`src/omsc_pkg.sv`:
```
package omsc_pkg;

   // ************************************************************
   // register map (low 20 address bits)
   // ************************************************************
   localparam int          ADDR_W            = 20;
   localparam int          DATA_W            = 8;
   localparam logic [19:0] MODE_STATUS_ADDR  = 20'h0_ee011;
   localparam logic [19:0] SYS_CONTROL_ADDR  = 20'h0_ee012;

   // ************************************************************
   // mode pin status layout
   // ************************************************************
   localparam logic [7:0]  MODE_STATUS_FIXED = 8'h00_c0; // bits 7:6 one
   localparam int          MODE_BITS_LSB     = 0;
   localparam int          MODE_BITS_W       = 3;

   // ************************************************************
   // system control layout and reset value
   // ************************************************************
   localparam logic [7:0]  SYS_CONTROL_RESET = 8'h00_09;
   localparam int          STANDBY_SEL_BIT   = 7;
   localparam int          SETTLE_MSB        = 6;
   localparam int          SETTLE_LSB        = 4;
   localparam int          USER_FLAG_EN_BIT  = 3;
   localparam int          NMI_EDGE_BIT      = 2;
   localparam int          STBY_KEEP_BIT     = 1;
   localparam int          RAM_ENABLE_BIT    = 0;

   // ************************************************************
   // settle waits in states; one state is one clock period
   // ************************************************************
   localparam int          CLK_PERIOD_NS     = 40;
   localparam int          STATE_PERIOD_NS   = 40;
   localparam int          CYC_PER_STATE     = STATE_PERIOD_NS / CLK_PERIOD_NS;
   localparam int          SETTLE_CNT_W      = 19;
   localparam int unsigned SETTLE_STATES_0   = 8192;
   localparam int unsigned SETTLE_STATES_1   = 16384;
   localparam int unsigned SETTLE_STATES_2   = 32768;
   localparam int unsigned SETTLE_STATES_3   = 65536;
   localparam int unsigned SETTLE_STATES_4   = 131072;
   localparam int unsigned SETTLE_STATES_5   = 262144;
   localparam int unsigned SETTLE_STATES_6   = 1024;

   // ************************************************************
   // address space sizes
   // ************************************************************
   localparam logic [1:0]  SPACE_NONE        = 2'h0;
   localparam logic [1:0]  SPACE_64K         = 2'h1;
   localparam logic [1:0]  SPACE_1M          = 2'h2;
   localparam logic [1:0]  SPACE_16M         = 2'h3;

   // power state of the core
   typedef enum logic [1:0] {
      ST_RUN,
      ST_SLEEP,
      ST_STANDBY,
      ST_SETTLE
   } omsc_state_e;

endpackage : omsc_pkg

```
`src/omsc_top.sv`:
```
module omsc_top
   import omsc_pkg::*;
#(
   parameter int unsigned P_SETTLE_0 = SETTLE_STATES_0,
   parameter int unsigned P_SETTLE_1 = SETTLE_STATES_1,
   parameter int unsigned P_SETTLE_2 = SETTLE_STATES_2,
   parameter int unsigned P_SETTLE_3 = SETTLE_STATES_3,
   parameter int unsigned P_SETTLE_4 = SETTLE_STATES_4,
   parameter int unsigned P_SETTLE_5 = SETTLE_STATES_5,
   parameter int unsigned P_SETTLE_6 = SETTLE_STATES_6,
   parameter int          N_AREAS    = 8
)
(
   input  wire logic              i_mclk,          // system clock
   input  wire logic              i_sys_rst,       // sync reset, high
   // register port
   input  wire logic [ADDR_W-1:0] i_addr,          // low address bits
   input  wire logic [DATA_W-1:0] i_wdata,         // write data
   input  wire logic              i_wr,            // write strobe
   input  wire logic              i_rd,            // read strobe
   output logic      [DATA_W-1:0] o_rdata,         // read data, next cycle
   // strapped pins and bus controller
   input  wire logic              i_mode_pin_2,    // mode pin 2
   input  wire logic              i_mode_pin_1,    // mode pin 1
   input  wire logic              i_mode_pin_0,    // mode pin 0
   input  wire logic [N_AREAS-1:0] i_area_width_control, // 1 = 16-bit
   output logic                   o_mode_valid,    // legal mode strapped
   output logic                   o_expanded,      // external bus in use
   output logic                   o_init_bus_16,   // initial width 16
   output logic                   o_bus_16,        // current width 16
   output logic                   o_rom_enable,    // internal rom on
   output logic [1:0]             o_space,         // space size code
   output logic                   o_ports_free,    // ports all general io
   // internal ram routing
   input  wire logic              i_ram_range_hit, // access in ram range
   output logic                   o_ram_internal,  // serve from ram
   output logic                   o_ram_external,  // route to bus
   // core events
   input  wire logic              i_sleep_exec,    // sleep executed
   input  wire logic              i_wake_irq,      // any interrupt
   input  wire logic              i_ext_irq,       // external interrupt
   input  wire logic              i_exc_entry,     // exception entry
   input  wire logic              i_nmi,           // nmi pin level
   output logic                   o_nmi_request,   // nmi edge pulse
   output logic                   o_set_mask_flag, // set mask flag pulse
   output logic                   o_set_user_flag, // set second flag pulse
   output logic                   o_user_flag_mode,// flag is user bit
   output logic                   o_sleep_entry,   // enter sleep pulse
   output logic                   o_standby_entry, // enter standby pulse
   output logic                   o_resume,        // back to run pulse
   output logic                   o_in_standby,    // standby or settling
   output logic                   o_addr_hiz,      // address bus off
   output logic                   o_ctrl_hiz,      // bus control off
   output logic                   o_addr_hold,     // address bus kept
   output logic                   o_ctrl_high      // bus control forced 1
);

   // ************************************************************
   // state of the block
   // ************************************************************

   typedef struct packed {
      logic [7:0]  sysctl;
      logic [7:0]  rdata;
      omsc_state_e st;
      logic        nmi_prev;
      logic        nmi_req;
      logic        mask_p;
      logic        user_p;
      logic        sleep_p;
      logic        stby_p;
      logic        resume_p;
      logic        tmr_start;
   } omsc_top_s;

   omsc_top_s top_ff;
   omsc_top_s nxt_top;

   logic [2:0]              mode;
   logic                    dec_valid;
   logic                    dec_expanded;
   logic                    dec_single;
   logic                    dec_init16;
   logic                    dec_rom;
   logic [1:0]              dec_space;
   logic [SETTLE_CNT_W-1:0] settle_cnt;
   logic                    tmr_done;
   logic                    nmi_rise;
   logic                    nmi_fall;

   // settle code to wait length; the illegal code takes the longest
   function automatic logic [SETTLE_CNT_W-1:0] settle_len(
      input logic [2:0] code
   );
      int unsigned n;
      unique case (code)
         3'h0:    n = P_SETTLE_0;
         3'h1:    n = P_SETTLE_1;
         3'h2:    n = P_SETTLE_2;
         3'h3:    n = P_SETTLE_3;
         3'h4:    n = P_SETTLE_4;
         3'h5:    n = P_SETTLE_5;
         3'h6:    n = P_SETTLE_6;
         3'h7:    n = P_SETTLE_5;
      endcase
      return SETTLE_CNT_W'(n * CYC_PER_STATE);
   endfunction : settle_len

   // ************************************************************
   // mode decode and settle timer
   // ************************************************************

   // pins assumed held constant by the board
   assign mode = {i_mode_pin_2, i_mode_pin_1, i_mode_pin_0};

   omsc_mode_decode u_dec (
      .i_mode        (mode),
      .o_valid       (dec_valid),
      .o_expanded    (dec_expanded),
      .o_single_chip (dec_single),
      .o_init_bus_16 (dec_init16),
      .o_rom_enable  (dec_rom),
      .o_space       (dec_space)
   );

   // wait length from the live settle field
   assign settle_cnt = settle_len(top_ff.sysctl[SETTLE_MSB:SETTLE_LSB]);

   omsc_settle_timer #(
      .CNT_W (SETTLE_CNT_W)
   ) u_tmr (
      .i_mclk    (i_mclk),
      .i_sys_rst (i_sys_rst),
      .i_start   (top_ff.tmr_start),
      .i_count   (settle_cnt),
      .o_busy    (),
      .o_done    (tmr_done)
   );

   // nmi edges of the sampled pin
   assign nmi_rise = i_nmi && !top_ff.nmi_prev;
   assign nmi_fall = !i_nmi && top_ff.nmi_prev;

   // ************************************************************
   // next state
   // ************************************************************

   // register port, nmi, exception flags and power sequencing
   always_comb begin
      nxt_top           = top_ff;
      nxt_top.rdata     = '0;
      nxt_top.mask_p    = 1'b0;
      nxt_top.user_p    = 1'b0;
      nxt_top.sleep_p   = 1'b0;
      nxt_top.stby_p    = 1'b0;
      nxt_top.resume_p  = 1'b0;
      nxt_top.tmr_start = 1'b0;
      nxt_top.nmi_prev  = i_nmi;

      // writes; the status register ignores them
      if (i_wr && (i_addr == SYS_CONTROL_ADDR)) begin
         nxt_top.sysctl = i_wdata;
      end

      // reads; unmapped addresses return zero
      if (i_rd) begin
         if (i_addr == MODE_STATUS_ADDR) begin
            nxt_top.rdata = MODE_STATUS_FIXED;
            nxt_top.rdata[MODE_BITS_LSB +: MODE_BITS_W] = mode;
         end else if (i_addr == SYS_CONTROL_ADDR) begin
            nxt_top.rdata = top_ff.sysctl;
         end
      end

      // nmi request on the selected edge
      nxt_top.nmi_req = top_ff.sysctl[NMI_EDGE_BIT] ? nmi_rise
                                                    : nmi_fall;

      // exception entry sets mask; second flag too unless user bit
      if (i_exc_entry) begin
         nxt_top.mask_p = 1'b1;
         nxt_top.user_p = !top_ff.sysctl[USER_FLAG_EN_BIT];
      end

      // power sequencing; register contents stay across standby
      unique case (top_ff.st)
         ST_RUN: begin
            if (i_sleep_exec) begin
               if (top_ff.sysctl[STANDBY_SEL_BIT]) begin
                  nxt_top.st     = ST_STANDBY;
                  nxt_top.stby_p = 1'b1;
               end else begin
                  nxt_top.st      = ST_SLEEP;
                  nxt_top.sleep_p = 1'b1;
               end
            end
         end
         ST_SLEEP: begin
            if (i_wake_irq) begin
               nxt_top.st       = ST_RUN;
               nxt_top.resume_p = 1'b1;
            end
         end
         ST_STANDBY: begin
            if (i_ext_irq) begin
               nxt_top.st        = ST_SETTLE;
               nxt_top.tmr_start = 1'b1;
            end
         end
         ST_SETTLE: begin
            // standby select is left as written
            if (tmr_done) begin
               nxt_top.st       = ST_RUN;
               nxt_top.resume_p = 1'b1;
            end
         end
      endcase
   end

   // ************************************************************
   // registers
   // ************************************************************

   // reset restores the control register, ram enable comes up set
   always_ff @(posedge i_mclk) begin
      if (i_sys_rst) begin
         top_ff.sysctl    <= SYS_CONTROL_RESET;
         top_ff.rdata     <= '0;
         top_ff.st        <= ST_RUN;
         top_ff.nmi_prev  <= 1'b1;
         top_ff.nmi_req   <= 1'b0;
         top_ff.mask_p    <= 1'b0;
         top_ff.user_p    <= 1'b0;
         top_ff.sleep_p   <= 1'b0;
         top_ff.stby_p    <= 1'b0;
         top_ff.resume_p  <= 1'b0;
         top_ff.tmr_start <= 1'b0;
      end else begin
         top_ff <= nxt_top;
      end
   end

   // ************************************************************
   // outputs
   // ************************************************************

   // register port and event pulses
   assign o_rdata          = top_ff.rdata;
   assign o_nmi_request    = top_ff.nmi_req;
   assign o_set_mask_flag  = top_ff.mask_p;
   assign o_set_user_flag  = top_ff.user_p;
   assign o_user_flag_mode = top_ff.sysctl[USER_FLAG_EN_BIT];
   assign o_sleep_entry    = top_ff.sleep_p;
   assign o_standby_entry  = top_ff.stby_p;
   assign o_resume         = top_ff.resume_p;

   // mode dependent memory and bus setup
   assign o_mode_valid  = dec_valid;
   assign o_expanded    = dec_expanded;
   assign o_init_bus_16 = dec_init16;
   assign o_rom_enable  = dec_rom;
   assign o_space       = dec_space;
   assign o_ports_free  = dec_single;
   assign o_bus_16      = dec_expanded && (|i_area_width_control);

   // ram range goes external when disabled in expanded modes
   assign o_ram_external = i_ram_range_hit && dec_expanded
                           && !top_ff.sysctl[RAM_ENABLE_BIT];
   assign o_ram_internal = i_ram_range_hit && !o_ram_external;

   // external bus pins during standby
   assign o_in_standby = (top_ff.st == ST_STANDBY) || (top_ff.st == ST_SETTLE);
   assign o_addr_hiz   = o_in_standby && !top_ff.sysctl[STBY_KEEP_BIT];
   assign o_ctrl_hiz   = o_in_standby && !top_ff.sysctl[STBY_KEEP_BIT];
   assign o_addr_hold  = o_in_standby && top_ff.sysctl[STBY_KEEP_BIT];
   assign o_ctrl_high  = o_in_standby && top_ff.sysctl[STBY_KEEP_BIT];

endmodule : omsc_top

```
`src/omsc_mode_decode.sv`:
```
module omsc_mode_decode
   import omsc_pkg::*;
(
   input  wire logic [2:0] i_mode,         // mode pin levels
   output logic            o_valid,        // pattern is a mode 1..7
   output logic            o_expanded,     // modes 1..5
   output logic            o_single_chip,  // modes 6 and 7
   output logic            o_init_bus_16,  // initial width is 16 bits
   output logic            o_rom_enable,   // internal rom reachable
   output logic [1:0]      o_space         // address space size code
);

   // ************************************************************
   // decode of the strapped mode number
   // ************************************************************

   // mode number to space size
   always_comb begin
      o_valid       = (i_mode != 3'h0);
      o_expanded    = o_valid && (i_mode <= 3'h5);
      o_single_chip = (i_mode >= 3'h6);
      o_init_bus_16 = (i_mode == 3'h2) || (i_mode == 3'h4);
      o_rom_enable  = (i_mode >= 3'h5);
      unique case (i_mode)
         3'h1, 3'h2, 3'h7: o_space = SPACE_1M;
         3'h3, 3'h4, 3'h5: o_space = SPACE_16M;
         3'h6:             o_space = SPACE_64K;
         3'h0:             o_space = SPACE_NONE;
      endcase
   end

endmodule : omsc_mode_decode

```
`src/omsc_settle_timer.sv`:
```
module omsc_settle_timer
   import omsc_pkg::*;
#(
   parameter int CNT_W = SETTLE_CNT_W
)
(
   input  wire logic             i_mclk,     // system clock
   input  wire logic             i_sys_rst,  // sync reset, high
   input  wire logic             i_start,    // load and run
   input  wire logic [CNT_W-1:0] i_count,    // wait in cycles, >= 1
   output logic                  o_busy,     // counting
   output logic                  o_done      // one-cycle pulse at end
);

   typedef struct packed {
      logic [CNT_W-1:0] cnt;
      logic             busy;
      logic             done;
   } omsc_tmr_s;

   omsc_tmr_s tmr_ff;
   omsc_tmr_s nxt_tmr;

   // ************************************************************
   // down counter; done fires i_count + 1 cycles after start
   // ************************************************************

   // next state of the counter
   always_comb begin
      nxt_tmr      = tmr_ff;
      nxt_tmr.done = 1'b0;
      if (i_start) begin
         nxt_tmr.cnt  = i_count - CNT_W'(1);
         nxt_tmr.busy = 1'b1;
      end else if (tmr_ff.busy) begin
         if (tmr_ff.cnt == '0) begin
            nxt_tmr.busy = 1'b0;
            nxt_tmr.done = 1'b1;
         end else begin
            nxt_tmr.cnt = tmr_ff.cnt - CNT_W'(1);
         end
      end
   end

   // register the counter
   always_ff @(posedge i_mclk) begin
      if (i_sys_rst) begin
         tmr_ff <= '0;
      end else begin
         tmr_ff <= nxt_tmr;
      end
   end

   assign o_busy = tmr_ff.busy;
   assign o_done = tmr_ff.done;

endmodule : omsc_settle_timer

```
`config.mk`:
```
export PLATFORM = sky130hd
export DESIGN_NAME = omsc_top
export DESIGN_NICKNAME = d
export VERILOG_FILES = /design/src/omsc_pkg.sv /design/src/omsc_top.sv /design/src/omsc_mode_decode.sv /design/src/omsc_settle_timer.sv
export SDC_FILE = /design/constraint.sdc
export NUM_CORES = 1
export LEC_CHECK = 0
export ABC_AREA = 1
export BUFFER_PORTS_ARGS = -buffer_cell sky130_fd_sc_hd__buf_4
export CORE_MARGIN = 2
export CORE_UTILIZATION = 59
export CTS_CLUSTER_SIZE = 30
export DETAILED_ROUTE_END_ITERATION = 12
export PLACE_DENSITY = 0.86
export SKIP_LAST_GASP = 1
export SLEW_MARGIN = 20
export SYNTH_ARGS = -nofsm -noshare
export SYNTH_HDL_FRONTEND = slang
export SYNTH_HIERARCHICAL = 1
export SYNTH_SLANG_ARGS = --single-unit
```
`constraint.sdc`:
```
create_clock -name i_mclk -period 2.53 [get_ports i_mclk]
set_input_delay 0.6325 -clock i_mclk [delete_from_list [all_inputs] [get_ports i_mclk]]
set_output_delay 0.6325 -clock i_mclk [all_outputs]
set_load 0.03 [all_outputs]
```
== After elaboration in Yosys (flattened, before gate mapping) ==
Memories as Yosys holds them, arrays and structs flattened. A register that Yosys moved wholly into a read port is not among the register bits.
Cells that the tools add are included.
Word-level totals
  bits in registers: 47
  memories kept: 2
  bits of input ports: 49
  output and inout bits: 30
  ROM bits: 72
Memories
  (no name shown): words 8, width 7, read ports 1, clocked after memory_dff 1, write ports 0, line omsc_top.sv:96  | unique case (code)
  (no name shown): words 8, width 2, read ports 1, clocked after memory_dff 0, write ports 0, line omsc_mode_decode.sv:24  | unique case (i_mode)
Operators by class
  equal/unequal tests: 12
  bitwise logic cells: 7
  reductions and logical operators: 31
  multiplexer cells: 22
  add/sub/neg operators: 2
  $lt $le $gt $ge: 3
Operator list (number)
  equality test 20 bit (second input constant): 2
  subtractor 19 x 1 -> 19 bit (second input constant): 2
  two-way mux 21 bit: 1
  two-way mux 20 bit: 1
  zero test 19 bit: 1
  two-way mux 19 bit: 1
  two-way mux 8 bit: 2
  two-way mux 2 bit: 7
  logical AND 1 bit: 10
  != test 2 bit (second input constant): 4
  case mux 2 bit (4 select lines): 1
  OR reduction 8 bit: 1
  NOT 1 bit: 7
  >= comparator 3 bit (second input constant): 2
  zero test 1 bit: 6
  two-way mux 1 bit: 6
  two-way mux 3 bit: 2
  OR reduction 2 bit: 3
  OR reduction 3 bit: 2
  equality test 2 bit (second input constant): 2
  AND reduction 4 bit: 1
  OR reduction 4 bit: 1
  equality test 3 x 2 -> 1 bit (second input constant): 1
  equality test 3 bit (second input constant): 1
  9 further kinds: 10

== Depth between registers and ports, before layout ==
  depth after elaboration: 6
  mapped depth: 12

== By module ==
The synthesis kept the hierarchy.
Modules (own cells, without submodules)
  omsc_settle_timer: cells an instance 357, area each 1929.4 µm², times used 1, sequential area each 420.4 µm²
  omsc_top: cells an instance 215, area each 1536.5 µm², times used 1, sequential area each 660.6 µm²
  omsc_mode_decode: cells an instance 19, area each 77.6 µm², times used 1, sequential area each 0.0 µm²

== Least setup slack after synthesis ==
OpenSTA, ideal clock, no wires.
  kind: input-to-output
  start: input port i_mode_pin_1
  end: output port o_ram_internal
  required time: 1.898 ns
  slack: -0.736 ns
  path buffers: 0
  stages: 6
  arrival: 2.633 ns
  cells stage by stage: nand2_1 inv_1 a21oi_1 inv_1 nor3_1 nor2_1
On the way
  word-level cells in the longest chain between the ends: 6
  elaborated cells on any way between the ends: 7
  classes of those cells: 1 x order compare; 6 x reduce/logical
Ends and longest elaborated chain
  from (decl): line omsc_top.sv:24  | input wire logic i_mode_pin_1,
  less-or-equal comparator 3 bit / nonzero test 3 bit (equally long branches): line omsc_mode_decode.sv:20, omsc_mode_decode.sv:19
  logical AND 1 bit (*): line omsc_mode_decode.sv:20  | o_expanded = o_valid && (i_mode <= 3'h5);
  via o_expanded: line omsc_top.sv:28  | output logic o_expanded,
  logical AND 1 bit (*): line omsc_top.sv:267  | assign o_ram_external = i_ram_range_hit && dec_expanded
  logical AND 1 bit (*): line omsc_top.sv:268  | && !top_ff.sysctl[RAM_ENABLE_BIT];
  via o_ram_external: line omsc_top.sv:37  | output logic o_ram_external,
  zero test 1 bit (*): line omsc_top.sv:269  | assign o_ram_internal = i_ram_range_hit && !o_ram_external;
  logical AND 1 bit (*): line omsc_top.sv:269
  to (decl): line omsc_top.sv:36  | output logic o_ram_internal,
The timed path passes the listed nets; every way through them passes the cells marked *.

== Final worst setup path ==
  start: input port i_mode_pin_1
  end: output port o_ram_internal
On the way
  word-level cells in the longest chain between the ends: 6
  elaborated cells on any way between the ends: 7
  classes of those cells: 1 x order compare; 6 x reduce/logical
Ends and longest elaborated chain (line)
  less-or-equal comparator 3 bit / nonzero test 3 bit (equally long branches): omsc_mode_decode.sv:20, omsc_mode_decode.sv:19
  logical AND 1 bit (*): omsc_mode_decode.sv:20
  logical AND 1 bit (*): omsc_top.sv:267
  logical AND 1 bit (*): omsc_top.sv:268
  zero test 1 bit (*): omsc_top.sv:269
  logical AND 1 bit (*): omsc_top.sv:269
Every way passes the cells marked *; elsewhere a longest branch is shown, timed or not.

==> flow_summary_export.csv <==
group,metric,value,unit
status,outcome,"finished, final reports clean",
run,maxCapViolCount,0,
global_route,grt_overflow,0,
clocking,hold_buffers,0,
setup_path,crit_path_end_kind,"output pin",
floorplanning,fp-row-count,28,
cells_and_area,fillers,494,
worst_hold_path,hp-class,"reg -> reg",
timing,rsz0062_at_grt,"no",
timing,clock_skew,0.01646,ns
global_route,track_usage,0.3045,
worst_hold_path,hold_depth,1,
cells_and_area,final_nets,751,
floorplanning,coreArea,5851,um^2
routing,drt-initial-drc-count,215,
setup_path,cp_num_buf_inv,4,
placement,dp.cells,767,
routing,detail-route-antenna-nets,0,
timing,setup_tns,0,ns
placement,place_hpwl,7281,um
setup_path,path_cells,"buf_4 -> nand2_1 -> inv_1 -> a21oi_4 -> inv_1 -> nor3_4 -> nor2_1 -> buf_4",
yosys,synth_top_area_share,0.3051,
setup_path,path_max_fanout,7,
global_route,antenna_found_initial,0,
routing,drc,0,
cells_and_area,drive_gt1_frac,0.1786,
power_and_ir_drop,p_switching,446.1,uW
power_and_ir_drop,p_seq_frac,0.536,
clocking,htreeDepth,2,
cells_and_area,syn_to_final_growth,23.48,%
setup_path,crit_family,"buffers and inverters",
cells_and_area,fin_area,4375,um^2
routing,vias,3878,
timing,setup_viol,0,
power_and_ir_drop,p_per_area,365.3,nW/um^2
setup_path,crit_path_start_kind,"input pin",
yosys,yosysTopAreaCell,"dfxtp_1",
setup_path,slowest_delay,0.19,ns
timing,post-route-period-util,0.8705,
setup_path,path_class,"in -> out",
floorplanning,die_area,6641,um^2
routing,routed_wl,9460,um
routing,routedWlPerCell,12.21,um
power_and_ir_drop,clockPowerShare,0.329,
yosys,synth_cells,591,
yosys,avgSynthCellArea,5.996,um^2
clocking,clock-sinks,54,
global_route,grt_max_degree,21,
yosys,synthTopCellsByArea,"dfxtp_1 (31%), nand2_1 (15%), nor2_1 (12%)",
setup_path,crit_slowest_cell,"nor3_4",
floorplanning,die_h,81.50,um
clocking,numCtsBuffers,5,
power_and_ir_drop,p_leak,0.002319,uW
setup_path,rr_worst_depth,10,
global_route,grt_first_pass_wirelength,15760,um
power_and_ir_drop,internal_power,1152,uW
clocking,cts_resized,0,
floorplanning,dieWidth,81.50,um
yosys,ys_ff_latch,54,
timing,final_max_slew_viol_count,0,
timing,max_freq,454.1,MHz
cells_and_area,ff_latch_area,1081,um^2
setup_path,cp_num_cells,8,
floorplanning,ios,79,
routing,dr.pass1.iters,7,
cells_and_area,antennaDiodeCount,0,
clocking,cts_tree,"built",
clocking,cts_setup_buffers,0,
placement,gp_congestion,0.8604,
yosys,yosys_warnings,6,
yosys,synth.distinct_cells,35,
power_and_ir_drop,vdd_ir_drop_max,0.2543,mV
clocking,clk_path_buf_depth,2,
clocking,cts_root_buffer,"clkbuf_8",
floorplanning,initial_core_util,0.6056,
yosys,ys_seq_area_frac,0.3051,
routing,avgViaCountPerCell,5.004,
power_and_ir_drop,combPwrFrac,0.134,
clocking,clock_latency,0.32,ns
power_and_ir_drop,p_sw_frac,0.2791,
yosys,syn_area,3543,um^2
timing,finalHoldViolations,0,
setup_path,required,1.90,ns
placement,port_buffers,78,
cells_and_area,multiInputGateArea,2168,um^2
global_route,first_global_vias,3664,
setup_path,arrival,1.57,ns
placement,placedInstanceArea,4278,um^2
cells_and_area,stdcell_count,775,
timing,fin_crit,2.202,ns
clocking,clk_pin_slew,0.11,ns
-- layer usage --
| layer | wire length (um) | vias up | GRT usage |
|---|---|---|---|
| met1 | 3792 | 1701 | 0.3254 |
| met2 | 4690 | 146 | 0.5680 |
| met5 | 0 | - | 0 |
| met4 | 289 | 0 | 0.1186 |
| met3 | 687 | 24 | 0.07802 |
| li1 | - | 2007 | - |
-- cell usage after synthesis, drive strengths merged --
master and number:
nor4 2, inv 89, ha 3, nand2 151, clkbuf 6, o211ai 1
nor2 127, o31ai 1, nor3 6, dfxtp 54, o21bai 4, a31oi 1
nand4 7, conb 1, xnor2 1, xor2 1, o22ai 4, o21ai 27
nand3b 1, nand3 73, or2 1, a21oi 16, buf 14
-- through the flow --
step	hold slack [ns]	worst slack (ns)	power (uW)	util
2_1_floorplan	0.3920	0.04606	985.2	-
3_3_place_gp	0.4179	0.3885	1080	0.7312
3_5_place_dp	0.4187	0.3415	1084	0.7312
4_1_cts	0.4341	0.3337	1595	0.7479
5_1_grt	0.4688	0.2422	1666	0.7479
6_report	0.4347	0.3277	1598	0.7479
-- flip-flops by register name (all words and copies together) (netlist names), 7 cells and up --
signal        cells
u_tmr/tmr_ff     19
top_ff           11
o_rdata           8
settle_cnt        7
-- power groups by stage --
stage | clock network (uW) | registers [uW] | logic (uW)
after detailed placement | 0 | 877 | 208
final | 527 | 857 | 214
after floorplan | 0 | 883 | 102
after global placement | 0 | 877 | 203
after global routing | 570 | 858 | 238
after CTS | 529 | 857 | 209
-- cell usage in the layout, fill, tap and decap left out, types with 6 or more instances in the layout --
| master | synthesis | routed |
|---|---|---|
| a21oi_1 | 16 | 15 |
| nand3_1 | 67 | 67 |
| inv_1 | 84 | 84 |
| nand3_2 | 6 | 6 |
| nand4_1 | 7 | 7 |
| nor2_1 | 112 | 112 |
| o21ai_0 | 24 | 24 |
| nor2_2 | 10 | 10 |
| dfxtp_1 | 54 | 54 |
| conb_1 | 1 | 42 |
| nand2_1 | 144 | 144 |
| buf_4 | 11 | 80 |
-- worst paths after layout --
path	startpoint	to	slack, ns
setup reg to reg	u_tmr/tmr_ff[2]	u_tmr/tmr_ff[4]	0.58
hold / removal	top_ff[25]	o_sleep_entry	0.43
hold reg to reg	top_ff[25]	o_sleep_entry	0.43
setup / recovery	i_mode_pin_1	o_ram_internal	0.33
-- cells by family (layout without fill, tap and decap cells) --
family | Yosys count | in the layout | share of synthesized area
buf+inv | 109 | 177 | 0.1328
fa+ha+maj | 3 | 3 | 0.01059
simple gates | 368 | 368 | 0.4622
compound gates | 54 | 54 | 0.08334
xor+xnor | 2 | 2 | 0.004944
other cells | 1 | 42 | 0.001058
flops | 54 | 54 | 0.3051
-- final cells by class --
class / count / share of cell area
inverters: 89 / 0.07635
multi-input cells: 469 / 0.4956
repair buffers: 80 / 0.1373
well taps: 75 / 0.02145
clock inverters: 3 / 0.006577
flip-flops and latches: 54 / 0.2471
clock buffers: 5 / 0.01573
Power figures use the tool's default switching activity.
